### src/hw/bgt_pkg.sv
package bgt_pkg;

  // =====================================================
  // clock and time base
  localparam int CLK_NS = 10;
  localparam int TICK_US = 10;
  localparam int TICK_CYC = TICK_US * 1000 / CLK_NS;
  localparam logic [9:0] TICK_LAST = 10'(TICK_CYC - 1);
  // one tick closes 2 * TICK_US of the requested period
  localparam logic [27:0] PER_STEP_US = 28'(2 * TICK_US);
  localparam logic [27:0] PER_MIN_US = 28'd20;
  localparam logic [27:0] PER_MAX_US = 28'd200000000;

  // =====================================================
  // register map (byte addresses)
  localparam logic [7:0] CTRL_OFS = 8'h00;
  localparam logic [7:0] CMD_OFS = 8'h04;
  localparam logic [7:0] PERIOD_OFS = 8'h08;
  localparam logic [7:0] COUNT_OFS = 8'h0c;
  localparam logic [7:0] STATUS_OFS = 8'h10;

  // =====================================================
  // field positions
  localparam int CTRL_TSRC = 0;
  localparam int CTRL_GSRC = 2;
  localparam int CTRL_AUXLF = 4;
  localparam int CTRL_FSK = 5;
  localparam int CTRL_AM = 6;
  localparam int CMD_BURST = 0;
  localparam int CMD_GATE = 1;
  localparam int CMD_SYNC = 2;
  localparam int COUNT_HALF = 10;

  // =====================================================
  // reset values
  localparam logic [6:0] CTRL_RST = 7'h00;
  localparam logic [27:0] PERIOD_RST = 28'h00003e8;
  localparam logic [10:0] COUNT_RST = 11'h001;

  typedef enum logic [1:0] {
    SRC_EXT = 2'h0,
    SRC_MAN = 2'h1,
    SRC_INTERNAL_TRIGGER_SOURCE = 2'h2
  } bgt_src_t;

  typedef struct packed {
    logic [31:0] paddr;
    logic psel;
    logic penable;
    logic pwrite;
    logic [31:0] pwdata;
  } bgt_apb_req_t;

  typedef struct packed {
    logic [31:0] prdata;
    logic pready;
    logic pslverr;
  } bgt_apb_rsp_t;

endpackage

### src/hw/bgt_ctrl.sv
// Local design decisions: the APB slave port and the placing of the registers.
`timescale 1ns/100ps
// Overview of operation
// - burst mode: trigger edge emits programmed cycles
// - gated mode: output runs while gate high
// - internal square wave, period 0.02ms to 200s
// - unrealisable period rounds up to next longer
// - internal square wave drives trigger output
// - internal source burst: every rising edge
// - internal source gate: high half passes
// - external source burst: each rising edge
// - external source gate: while input high
// - burst key toggles burst, lamp shows
// - burst source: external, manual, internal
// - manual source: one burst per press
// - report users of shared internal generator
// - count 1..1023 whole or 0.5..511.5 halves
// - burst starts and stops at set phase
// - start on aux output rising edge, stop on its rising or falling edge
// - fast sine/triangle: phase only in low mode
// - gate key toggles gating, lamp shows
// - gate source selectable; true gate passes
// - gating unsynchronised, jumps at edges
// - manual gate toggles per press
module bgt_ctrl (
  input wire logic clk,
  input wire logic rst,
  input wire bgt_pkg::bgt_apb_req_t apb_req,
  output bgt_pkg::bgt_apb_rsp_t apb_rsp,
  input wire logic external_trigger_input,
  input wire logic manual_sync_key,
  input wire logic aux_out,
  input wire logic main_zero_sq,
  input wire logic fast_sine_tri,
  output logic main_enable,
  output logic trigger_sweep_output,
  output logic burst_lamp,
  output logic gate_lamp
);
  import bgt_pkg::*;

  // =====================================================
  // register bus
  logic [6:0] ctrl_r;
  logic [27:0] period_r;
  logic [10:0] count_r;
  logic [31:0] prdata_r;
  logic pready_r;
  logic pslverr_r;
  logic burst_on_r;
  logic gate_on_r;
  logic burst_run_r;
  logic gate_true;
  logic internal_trigger_source_r;
  logic [31:0] status_w;
  logic [31:0] rd_w;
  logic hit_w;
  logic wr_w;
  logic [7:0] ofs_w;
  logic [3:0] users_w;
  bgt_src_t tsrc;
  bgt_src_t gsrc;

  assign ofs_w = apb_req.paddr[7:0];
  assign wr_w = apb_req.psel & apb_req.penable & apb_req.pwrite
    & pready_r;
  assign tsrc = bgt_src_t'(ctrl_r[CTRL_TSRC +: 2]);
  assign gsrc = bgt_src_t'(ctrl_r[CTRL_GSRC +: 2]);

  // order: gate, fsk, am, burst
  assign users_w = {
    gate_on_r & (gsrc == SRC_INTERNAL_TRIGGER_SOURCE),
    ctrl_r[CTRL_FSK],
    ctrl_r[CTRL_AM],
    burst_on_r & (tsrc == SRC_INTERNAL_TRIGGER_SOURCE)};

  assign status_w = {22'h000000, users_w,
    ~|users_w, internal_trigger_source_r, gate_true, burst_run_r,
    gate_on_r, burst_on_r};

  always_comb begin
    hit_w = 1'b1;
    rd_w = 32'h00000000;
    unique case (ofs_w)
      CTRL_OFS: rd_w = {25'h0000000, ctrl_r};
      CMD_OFS: rd_w = 32'h00000000;
      PERIOD_OFS: rd_w = {4'h0, period_r};
      COUNT_OFS: rd_w = {21'h000000, count_r};
      STATUS_OFS: rd_w = status_w;
      default: hit_w = 1'b0;
    endcase
    if (apb_req.paddr[31:8] != 24'h000000) begin
      hit_w = 1'b0;
    end
  end

  // answer in the first cycle of the access phase, without wait states
  always_ff @(posedge clk or posedge rst) begin
    if (rst) begin
      pready_r <= 1'b0;
      prdata_r <= 32'h00000000;
      pslverr_r <= 1'b0;
    end else begin
      pready_r <= apb_req.psel & ~apb_req.penable;
      if (apb_req.psel & ~apb_req.penable) begin
        prdata_r <= (apb_req.pwrite | ~hit_w) ?
          32'h00000000 : rd_w;
        pslverr_r <= ~hit_w;
      end
    end
  end

  assign apb_rsp.prdata = prdata_r;
  assign apb_rsp.pready = pready_r;
  assign apb_rsp.pslverr = pslverr_r;

  always_ff @(posedge clk or posedge rst) begin
    if (rst) begin
      ctrl_r <= CTRL_RST;
      period_r <= PERIOD_RST;
      count_r <= COUNT_RST;
    end else if (wr_w) begin
      if (ofs_w == CTRL_OFS) begin
        ctrl_r <= apb_req.pwdata[6:0];
      end
      if (ofs_w == PERIOD_OFS) begin
        // out-of-range requests are pinned to the limits
        if (apb_req.pwdata[31:0] < {4'h0, PER_MIN_US}) begin
          period_r <= PER_MIN_US;
        end else if (apb_req.pwdata > {4'h0, PER_MAX_US}) begin
          period_r <= PER_MAX_US;
        end else begin
          period_r <= apb_req.pwdata[27:0];
        end
      end
      if (ofs_w == COUNT_OFS) begin
        // a zero count is raised to the smallest burst
        if (apb_req.pwdata[9:0] == 10'h000) begin
          count_r <= {apb_req.pwdata[COUNT_HALF], 10'h001};
        end else begin
          count_r <= apb_req.pwdata[10:0];
        end
      end
    end
  end

  // =====================================================
  // key presses and remote commands
  logic cmd_burst;
  logic cmd_gate;
  logic cmd_sync;
  logic key_d_r;
  logic sync_press;

  assign cmd_burst = wr_w & (ofs_w == CMD_OFS)
    & apb_req.pwdata[CMD_BURST];
  assign cmd_gate = wr_w & (ofs_w == CMD_OFS)
    & apb_req.pwdata[CMD_GATE];
  assign cmd_sync = wr_w & (ofs_w == CMD_OFS)
    & apb_req.pwdata[CMD_SYNC];

  always_ff @(posedge clk or posedge rst) begin
    if (rst) begin
      key_d_r <= 1'b0;
    end else begin
      key_d_r <= manual_sync_key;
    end
  end

  assign sync_press = (manual_sync_key & ~key_d_r) | cmd_sync;

  always_ff @(posedge clk or posedge rst) begin
    if (rst) begin
      burst_on_r <= 1'b0;
      gate_on_r <= 1'b0;
    end else begin
      if (cmd_burst) begin
        burst_on_r <= ~burst_on_r;
      end
      if (cmd_gate) begin
        gate_on_r <= ~gate_on_r;
      end
    end
  end

  // =====================================================
  // external input synchroniser
  logic ext_s1_r;
  logic ext_s2_r;
  logic ext_d_r;
  logic ext_rise;

  always_ff @(posedge clk or posedge rst) begin
    if (rst) begin
      ext_s1_r <= 1'b0;
      ext_s2_r <= 1'b0;
      ext_d_r <= 1'b0;
    end else begin
      ext_s1_r <= external_trigger_input;
      ext_s2_r <= ext_s1_r;
      ext_d_r <= ext_s2_r;
    end
  end

  // 50 ns is five clocks, so no legal pulse slips past
  assign ext_rise = ext_s2_r & ~ext_d_r;

  // =====================================================
  // internal trigger generator
  logic [9:0] pre_r;
  logic tick;
  logic [27:0] elapsed_r;
  logic internal_trigger_source_d_r;
  logic internal_trigger_source_rise;

  always_ff @(posedge clk or posedge rst) begin
    if (rst) begin
      pre_r <= 10'h000;
    end else if (pre_r == TICK_LAST) begin
      pre_r <= 10'h000;
    end else begin
      pre_r <= pre_r + 10'h001;
    end
  end

  assign tick = pre_r == TICK_LAST;

  // each tick covers one step of the period; a half ends
  // at the first tick where the steps reach the request
  always_ff @(posedge clk or posedge rst) begin
    if (rst) begin
      elapsed_r <= 28'h0000000;
      internal_trigger_source_r <= 1'b0;
    end else if (tick) begin
      if (elapsed_r + PER_STEP_US >= period_r) begin
        elapsed_r <= 28'h0000000;
        internal_trigger_source_r <= ~internal_trigger_source_r;
      end else begin
        elapsed_r <= elapsed_r + PER_STEP_US;
      end
    end
  end

  always_ff @(posedge clk or posedge rst) begin
    if (rst) begin
      internal_trigger_source_d_r <= 1'b0;
    end else begin
      internal_trigger_source_d_r <= internal_trigger_source_r;
    end
  end

  assign internal_trigger_source_rise = internal_trigger_source_r & ~internal_trigger_source_d_r;

  always_ff @(posedge clk or posedge rst) begin
    if (rst) begin
      trigger_sweep_output <= 1'b0;
    end else begin
      trigger_sweep_output <= internal_trigger_source_r;
    end
  end

  // =====================================================
  // trigger selection
  logic burst_mode_key_evt;

  always_comb begin
    unique case (tsrc)
      SRC_MAN: burst_mode_key_evt = sync_press;
      SRC_INTERNAL_TRIGGER_SOURCE: burst_mode_key_evt = internal_trigger_source_rise;
      default: burst_mode_key_evt = ext_rise;
    endcase
  end

  // =====================================================
  // phase reference edges
  logic ref_lvl;
  logic ref_d_r;
  logic ref_rise;
  logic ref_edge;

  // without low-frequency aux mode a fast sine or
  // triangle falls back to the zero-phase square
  assign ref_lvl = (fast_sine_tri & ~ctrl_r[CTRL_AUXLF]) ?
    main_zero_sq : aux_out;

  always_ff @(posedge clk or posedge rst) begin
    if (rst) begin
      ref_d_r <= 1'b0;
    end else begin
      ref_d_r <= ref_lvl;
    end
  end

  assign ref_rise = ref_lvl & ~ref_d_r;
  assign ref_edge = ref_lvl ^ ref_d_r;

  // =====================================================
  // burst sequencer
  typedef enum logic [1:0] {
    B_IDLE,
    B_ARM,
    B_RUN
  } bgt_bst_t;

  bgt_bst_t bst_r;
  logic [10:0] halves_r;
  logic [10:0] target;

  // whole-cycle counts are converted to half cycles
  assign target = count_r[COUNT_HALF] ?
    {1'b0, count_r[9:0]} : {count_r[9:0], 1'b0};

  always_ff @(posedge clk or posedge rst) begin
    if (rst) begin
      bst_r <= B_IDLE;
      halves_r <= 11'h000;
    end else if (~burst_on_r) begin
      bst_r <= B_IDLE;
      halves_r <= 11'h000;
    end else begin
      unique case (bst_r)
        B_IDLE: begin
          if (burst_mode_key_evt) begin
            bst_r <= B_ARM;
          end
        end
        B_ARM: begin
          if (ref_rise) begin
            bst_r <= B_RUN;
            halves_r <= 11'h000;
          end
        end
        B_RUN: begin
          if (ref_edge) begin
            if (halves_r + 11'h001 == target) begin
              bst_r <= B_IDLE;
            end
            halves_r <= halves_r + 11'h001;
          end
        end
      endcase
    end
  end

  assign burst_run_r = bst_r == B_RUN;

  // =====================================================
  // gate selection
  logic gate_man_r;

  always_ff @(posedge clk or posedge rst) begin
    if (rst) begin
      gate_man_r <= 1'b0;
    end else if (sync_press & (gsrc == SRC_MAN)) begin
      gate_man_r <= ~gate_man_r;
    end
  end

  always_comb begin
    unique case (gsrc)
      SRC_MAN: gate_true = gate_man_r;
      SRC_INTERNAL_TRIGGER_SOURCE: gate_true = internal_trigger_source_r;
      default: gate_true = ext_s2_r;
    endcase
  end

  // =====================================================
  // main output enable
  // the waveform keeps running; only the gate switches,
  // so the output jumps to and from the offset level
  always_ff @(posedge clk or posedge rst) begin
    if (rst) begin
      main_enable <= 1'b1;
      burst_lamp <= 1'b0;
      gate_lamp <= 1'b0;
    end else begin
      burst_lamp <= burst_on_r;
      gate_lamp <= gate_on_r;
      if (burst_on_r) begin
        main_enable <= bst_r == B_RUN;
      end else if (gate_on_r) begin
        main_enable <= gate_true;
      end else begin
        main_enable <= 1'b1;
      end
    end
  end

endmodule

### config.mk
export PLATFORM = sky130hd
export DESIGN_NAME = bgt_ctrl
export DESIGN_NICKNAME = d
export VERILOG_FILES = /design/src/hw/bgt_pkg.sv /design/src/hw/bgt_ctrl.sv
export SDC_FILE = /design/constraint.sdc
export NUM_CORES = 1
export LEC_CHECK = 0
export BUFFER_PORTS_ARGS = -buffer_cell sky130_fd_sc_hd__buf_4
export CORE_MARGIN = 3
export CORE_UTILIZATION = 50
export DETAILED_ROUTE_END_ITERATION = 10
export GPL_ROUTABILITY_DRIVEN = 0
export PLACE_DENSITY_LB_ADDON = 0.05
export SYNTH_ARGS = -nofsm -noshare
export SYNTH_HDL_FRONTEND = slang
export SYNTH_SLANG_ARGS = --single-unit
### constraint.sdc
create_clock -name clk -period 4.2 [get_ports clk]
set_clock_uncertainty 0.2 [all_clocks]
set_input_delay 0 -clock clk [delete_from_list [all_inputs] [get_ports clk]]
set_output_delay 0 -clock clk [all_outputs]
set_load 0.03 [all_outputs]
## After elaboration in Yosys (flattened, before gate mapping)

Index checks and enable logic that the tools add are counted.

| word-level totals | value |
|---|---|
| register bits after elaboration | 144 |
| input bits | 74 |

| operators by class | value |
|---|---|
| $add $sub $neg | 3 |
| $lt $le $gt $ge | 3 |
| eq/ne operators | 17 |
| muxes and demuxes | 25 |
| bitwise gates (word level) | 30 |
| reductions and logical operators | 13 |

Operators with widths:

| operator | count |
|---|---|
| 28-bit case mux with 4 select lines | 1 |
| 28-bit 2-to-1 mux | 3 |
| 11-bit 2-to-1 mux | 4 |
| 32-bit by 28-bit > comparator with 1-bit output (second input constant) | 1 |
| 32-bit by 5-bit less-than comparator with 1-bit output (second input constant) | 1 |
| 32-bit 2-to-1 mux | 1 |
| 28-bit by 5-bit adder with 28-bit output (second input constant) | 1 |
| 28-bit greater-or-equal comparator | 1 |
| 24-bit nonzero test | 1 |
| 11-bit case mux with 2 select lines | 1 |
| 10-bit 2-to-1 mux | 2 |
| 1-bit AND | 16 |
| 8-bit by 4-bit equality test with 1-bit output (second input constant) | 2 |
| 11-bit by 1-bit adder with 11-bit output (second input constant) | 1 |
| 11-bit equality test | 1 |
| 1-bit NOT | 11 |
| 10-bit by 1-bit adder with 10-bit output (second input constant) | 1 |
| 10-bit equality test (second input constant) | 1 |
| 10-bit logical NOT | 1 |
| 2-bit 2-to-1 mux | 5 |
| 8-bit by 3-bit equality test with 1-bit output (second input constant) | 1 |
| 8-bit by 5-bit equality test with 1-bit output (second input constant) | 1 |
| 8-bit logical NOT | 1 |
| 2-bit AND reduction | 4 |
| other kinds (16) | 28 |

## Depth between registers and ports, before layout

| depth | value |
|---|---|
| depth in word-level cells | 10 |
| mapped depth | 17 |

## Least setup slack after synthesis

OpenSTA, ideal clock, no wires.

| timing path | value |
|---|---|
| kind | register to register |
| start point | register elapsed_r[2] |
| end point | register elapsed_r[8] |
| arrival | 3.488 ns |
| required time | 3.917 ns |
| path slack | 0.429 ns |
| cell stages (with the launch flop) | 17 |
| path buffers | 2 |
| cells stage by stage | dfrtp_1 > ha_1 > o2111ai_2 > nor3_2 > nand4_1 > or2_1 > clkbuf_1 > nor2_1 > xor2_1 > ha_1 > or2_2 > a211oi_1 > a2111oi_4 > or2_1 > buf_6 > or4_1 > o21ai_0 |

| on the way | value |
|---|---|
| longest elaborated chain between the ends | 3 |

Ends and longest elaborated chain:

| element | RTL line | source |
|---|---|---|
| from (decl) | bgt_ctrl.sv:212 | `logic [27:0] elapsed_r;` |
| from (signal assigned) | bgt_ctrl.sv:239 | `elapsed_r <= elapsed_r + PER_STEP_US;` |
| 28-bit by 5-bit adder with 28-bit output (*) | bgt_ctrl.sv:235, bgt_ctrl.sv:239 |  |
| 28-bit greater-or-equal comparator | bgt_ctrl.sv:235 | `if (elapsed_r + PER_STEP_US >= period_r) begin` |
| 28-bit 2-to-1 mux (*) | bgt_ctrl.sv:235 |  |

Mark *: on every way between the ends. The rest lies on a longest branch, timed or not.
A chain may end at the register's enable or synchronous reset.

## Final worst setup path

| timing path | value |
|---|---|
| start point | register elapsed_r[3] |
| end point | register elapsed_r[17] |

Same word-level chain as after synthesis.

==> results.yml <==
timing:
  setup_viol: 0
  hold_violations: 0
  finalMaxSlewViolations: 0
  tightest_slew_ns: 1.21
  timing.fmax_mhz: 254
  finalCriticalPeriod_ns: 3.94
  final.setup.tns_ns: 0
  fin_crit_sh_pct: 93.9
  slew_headroom_pct: 18.8
grt:
  grt_overflow: 0
  antenna_found_initial: 0
  grt_pass1_vias: 6675
  grtUsageTotal_pct: 25.1
  grt_max_degree: 102
  grt_pass1_wl_um: 35000
routing:
  wl_per_cell_um: 18.0
  postRouteAntennaNets: 0
  drc_errors: 0
  drt-total-wl_um: 21300
  drtIter0Drc: 583
  dr_total_vias: 6828
  dr.pass1.iters: 7
  viasPerCell: 5.78
clocking:
  worstSkewPairLatency_ns: 0.43
  cts_tree: "done"
  cts-htree-levels: 4
  clkTransAtPathRegs_ns: 0.06
  cts_made_buffers: 17
  cts.path.max_buffers: 2
  root_buffer: "clkbuf_16"
  cts_sinks: 138
pwr:
  combPwrFrac_pct: 6.0
  clkPwrFrac_pct: 50.7
  cellLeakagePower_nw: 4.50
  finalPower_mw: 3.10
  power_frac_seq_pct: 43.3
  power_density_nw_per_um2: 312
  ir_drop_v: 0.000293
  switchingPower_uw: 669
  internal-power_mw: 2.43
  swShare_pct: 21.6
floorplanning:
  die_w_um: 131
  io_pins: 112
  rows: 45
  start_util_pct: 51.4
  core_um2: 15300
  die_y_um: 131
  die_area_um2: 17300
placement:
  dp.final_hpwl_um: 15200
  portBuffers: 107
run_status:
  status: "finished clean"
setup_path:
  critPathLaunchType: "flop"
  required_ns: 4.30
  criticalPathCategory: "reg -> reg"
  critPathMaxFanout: 18
  startpoint: "elapsed_r[3]"
  reg2reg_setup_slack_ns: 0.26
  worst-endpoint-arrival_ns: 4.05
  cp-end-kind: "flop"
  r2r_start: "elapsed_r[3]"
synth:
  synth_top_area_share_pct: 41.4
  yosysSeqAreaShare_pct: 44.0
  synth_ff_type: "dfrtp_1"
  synth_area_um2: 7870
  ys_seq_elements: 138
  synth_area_leaders: "dfrtp_1 (41%), ha_1 (6.0%), a22o_1 (4.8%), nand2_1 (4.4%), xnor2_1 (4.0%)"
  ys_types: 72
  synth_top_area_cell: "dfrtp_1"
  netlist_instances: 814
  ys_warn_count: 0
  synth_edf_count: 0
  async_flop_share_pct: 100
  avgSynthCellArea_um2: 9.66
final_layout:
  nets: 1069
  syn2layout_area_growth_pct: 26.5
  drive_gt1_share_pct: 19.7
  finish.utilization_pct: 65.0
  fill_cells: 1278
  antenna_cells: 0
run:
  cap_viol_max_count: 0
min_path:
  hold_start: "apb_req[59]"
  hp-class: "in -> reg"
[placed cells by master (no fill, tap or decap), types with 23 or more instances in the layout]
cell type      count
dlygate4sd3_1     50
inv_1             46
a22o_1            43
dfrtp_1          128
ha_1              38
nand2_1           92
buf_4            115
nand3_1           23
o21ai_0           55
nor2_1            49
xnor2_1           36
[power by group through the flow]
| stage | Clock (mW) | Combinational, mW | Sequential [mW] |
|---|---|---|---|
| finish | 1.57 | 0.187 | 1.34 |
| global route | 1.66 | 0.205 | 1.34 |
| CTS | 1.60 | 0.186 | 1.34 |
| detailed placement | 0 | 0.154 | 1.36 |
| global placement | 0 | 0.151 | 1.36 |
| floorplan | 0 | 0.0667 | 1.36 |
[flip-flops by register name (all words and copies together), names as in the netlist, 2 cells and up]
signal and count:
bst_r 2, count_r 11, ctrl_r 7, elapsed_r 26
halves_r 11, period_r 28, prdata_r 28, pre_r 10
[per-stage QoR]
stage	instance area [um2]	hold slack, ns	worst slack, ns	std cells
finish	9950	0.0161	0.256	1181
global route	9950	0.0253	-0.0106	1181
CTS	9910	0.0107	0.0277	1181
detailed placement	8800	-0.0867	0.119	1099
global placement	8800	-0.0896	0.256	1099
floorplan	7880	-0.169	0.317	817
[cells by family (layout without fill, tap and decap cells)]
kind of cell | after synthesis | count (layout) | synth area share, %
simple gates | 274 | 274 | 17.7
compound gates | 190 | 190 | 17.4
flops | 138 | 138 | 44.0
buf+inv | 91 | 244 | 4.85
xor+xnor | 51 | 51 | 5.68
fa+ha+maj | 38 | 38 | 6.04
mux | 31 | 31 | 4.28
other cells | 1 | 4 | 0.0477
[Yosys cell counts (10+ instances only)]
cell type / instances
dfrtp_1: 130
nand2_1: 92
o21ai_0: 55
nor2_1: 49
inv_1: 47
a22o_1: 43
ha_1: 38
xnor2_1: 36
clkbuf_1: 30
nand3_1: 23
mux2_2: 21
a21oi_1: 20
nand4_1: 18
nor3_1: 16
xor2_1: 15
and3_1: 12
nor4_1: 12
mux2i_1: 10
o31ai_1: 10
[routing by layer]
layer / track usage (%) / up-vias / wire [um]
met2: 38.8 / 243 / 9590
li1: - / 3218 / -
met5: 0 / - / 0
met1: 35.4 / 3336 / 9810
met4: 6.18 / 0 / 366
met3: 6.89 / 31 / 1500
[area by class of cell]
cell class | instances | area, um2 | share of cell area (%)
timing repair buffer | 165 | 1360 | 13.7
tap | 211 | 264 | 2.65
clock buffer | 23 | 458 | 4.60
inverter | 47 | 181 | 1.82
clock inverter | 9 | 148 | 1.48
multi-input combinational | 588 | 4070 | 40.9
sequential | 138 | 3470 | 34.8
[path summary, 6_finish.rpt]
check,depth (start not counted),end
hold / removal,6,prdata_r[2]
setup / recovery,15,elapsed_r[17]
setup reg to reg,15,elapsed_r[17]
min in group asynchronous,3,halves_r[0]
max in group asynchronous,4,ctrl_r[1]
hold reg to reg,0,ext_s2_r
[worst max-delay path: stages, from the launching register on]
cell,delay [ns]
dfrtp_1,0.38
ha_1,0.31
o2111ai_4,0.21
nor3_4,0.22
nand4_1,0.20
or2_1,0.34
nor2_1,0.18
xor2_1,0.09
ha_1,0.30
nand4_1,0.13
nor3_1,0.22
o211ai_1,0.15
o21bai_2,0.26
nor2_4,0.14
and3_1,0.22
a221o_1,0.26
[timing repair]
item                                    CTS  global route
buffers inserted                          0             0
hold endpoints to repair                156             0
endpoints found under the setup margin    0            20
hold buffers                             50             0
gates resized for setup                   0             8
Note: power is estimated with default switching activity, not from simulation.
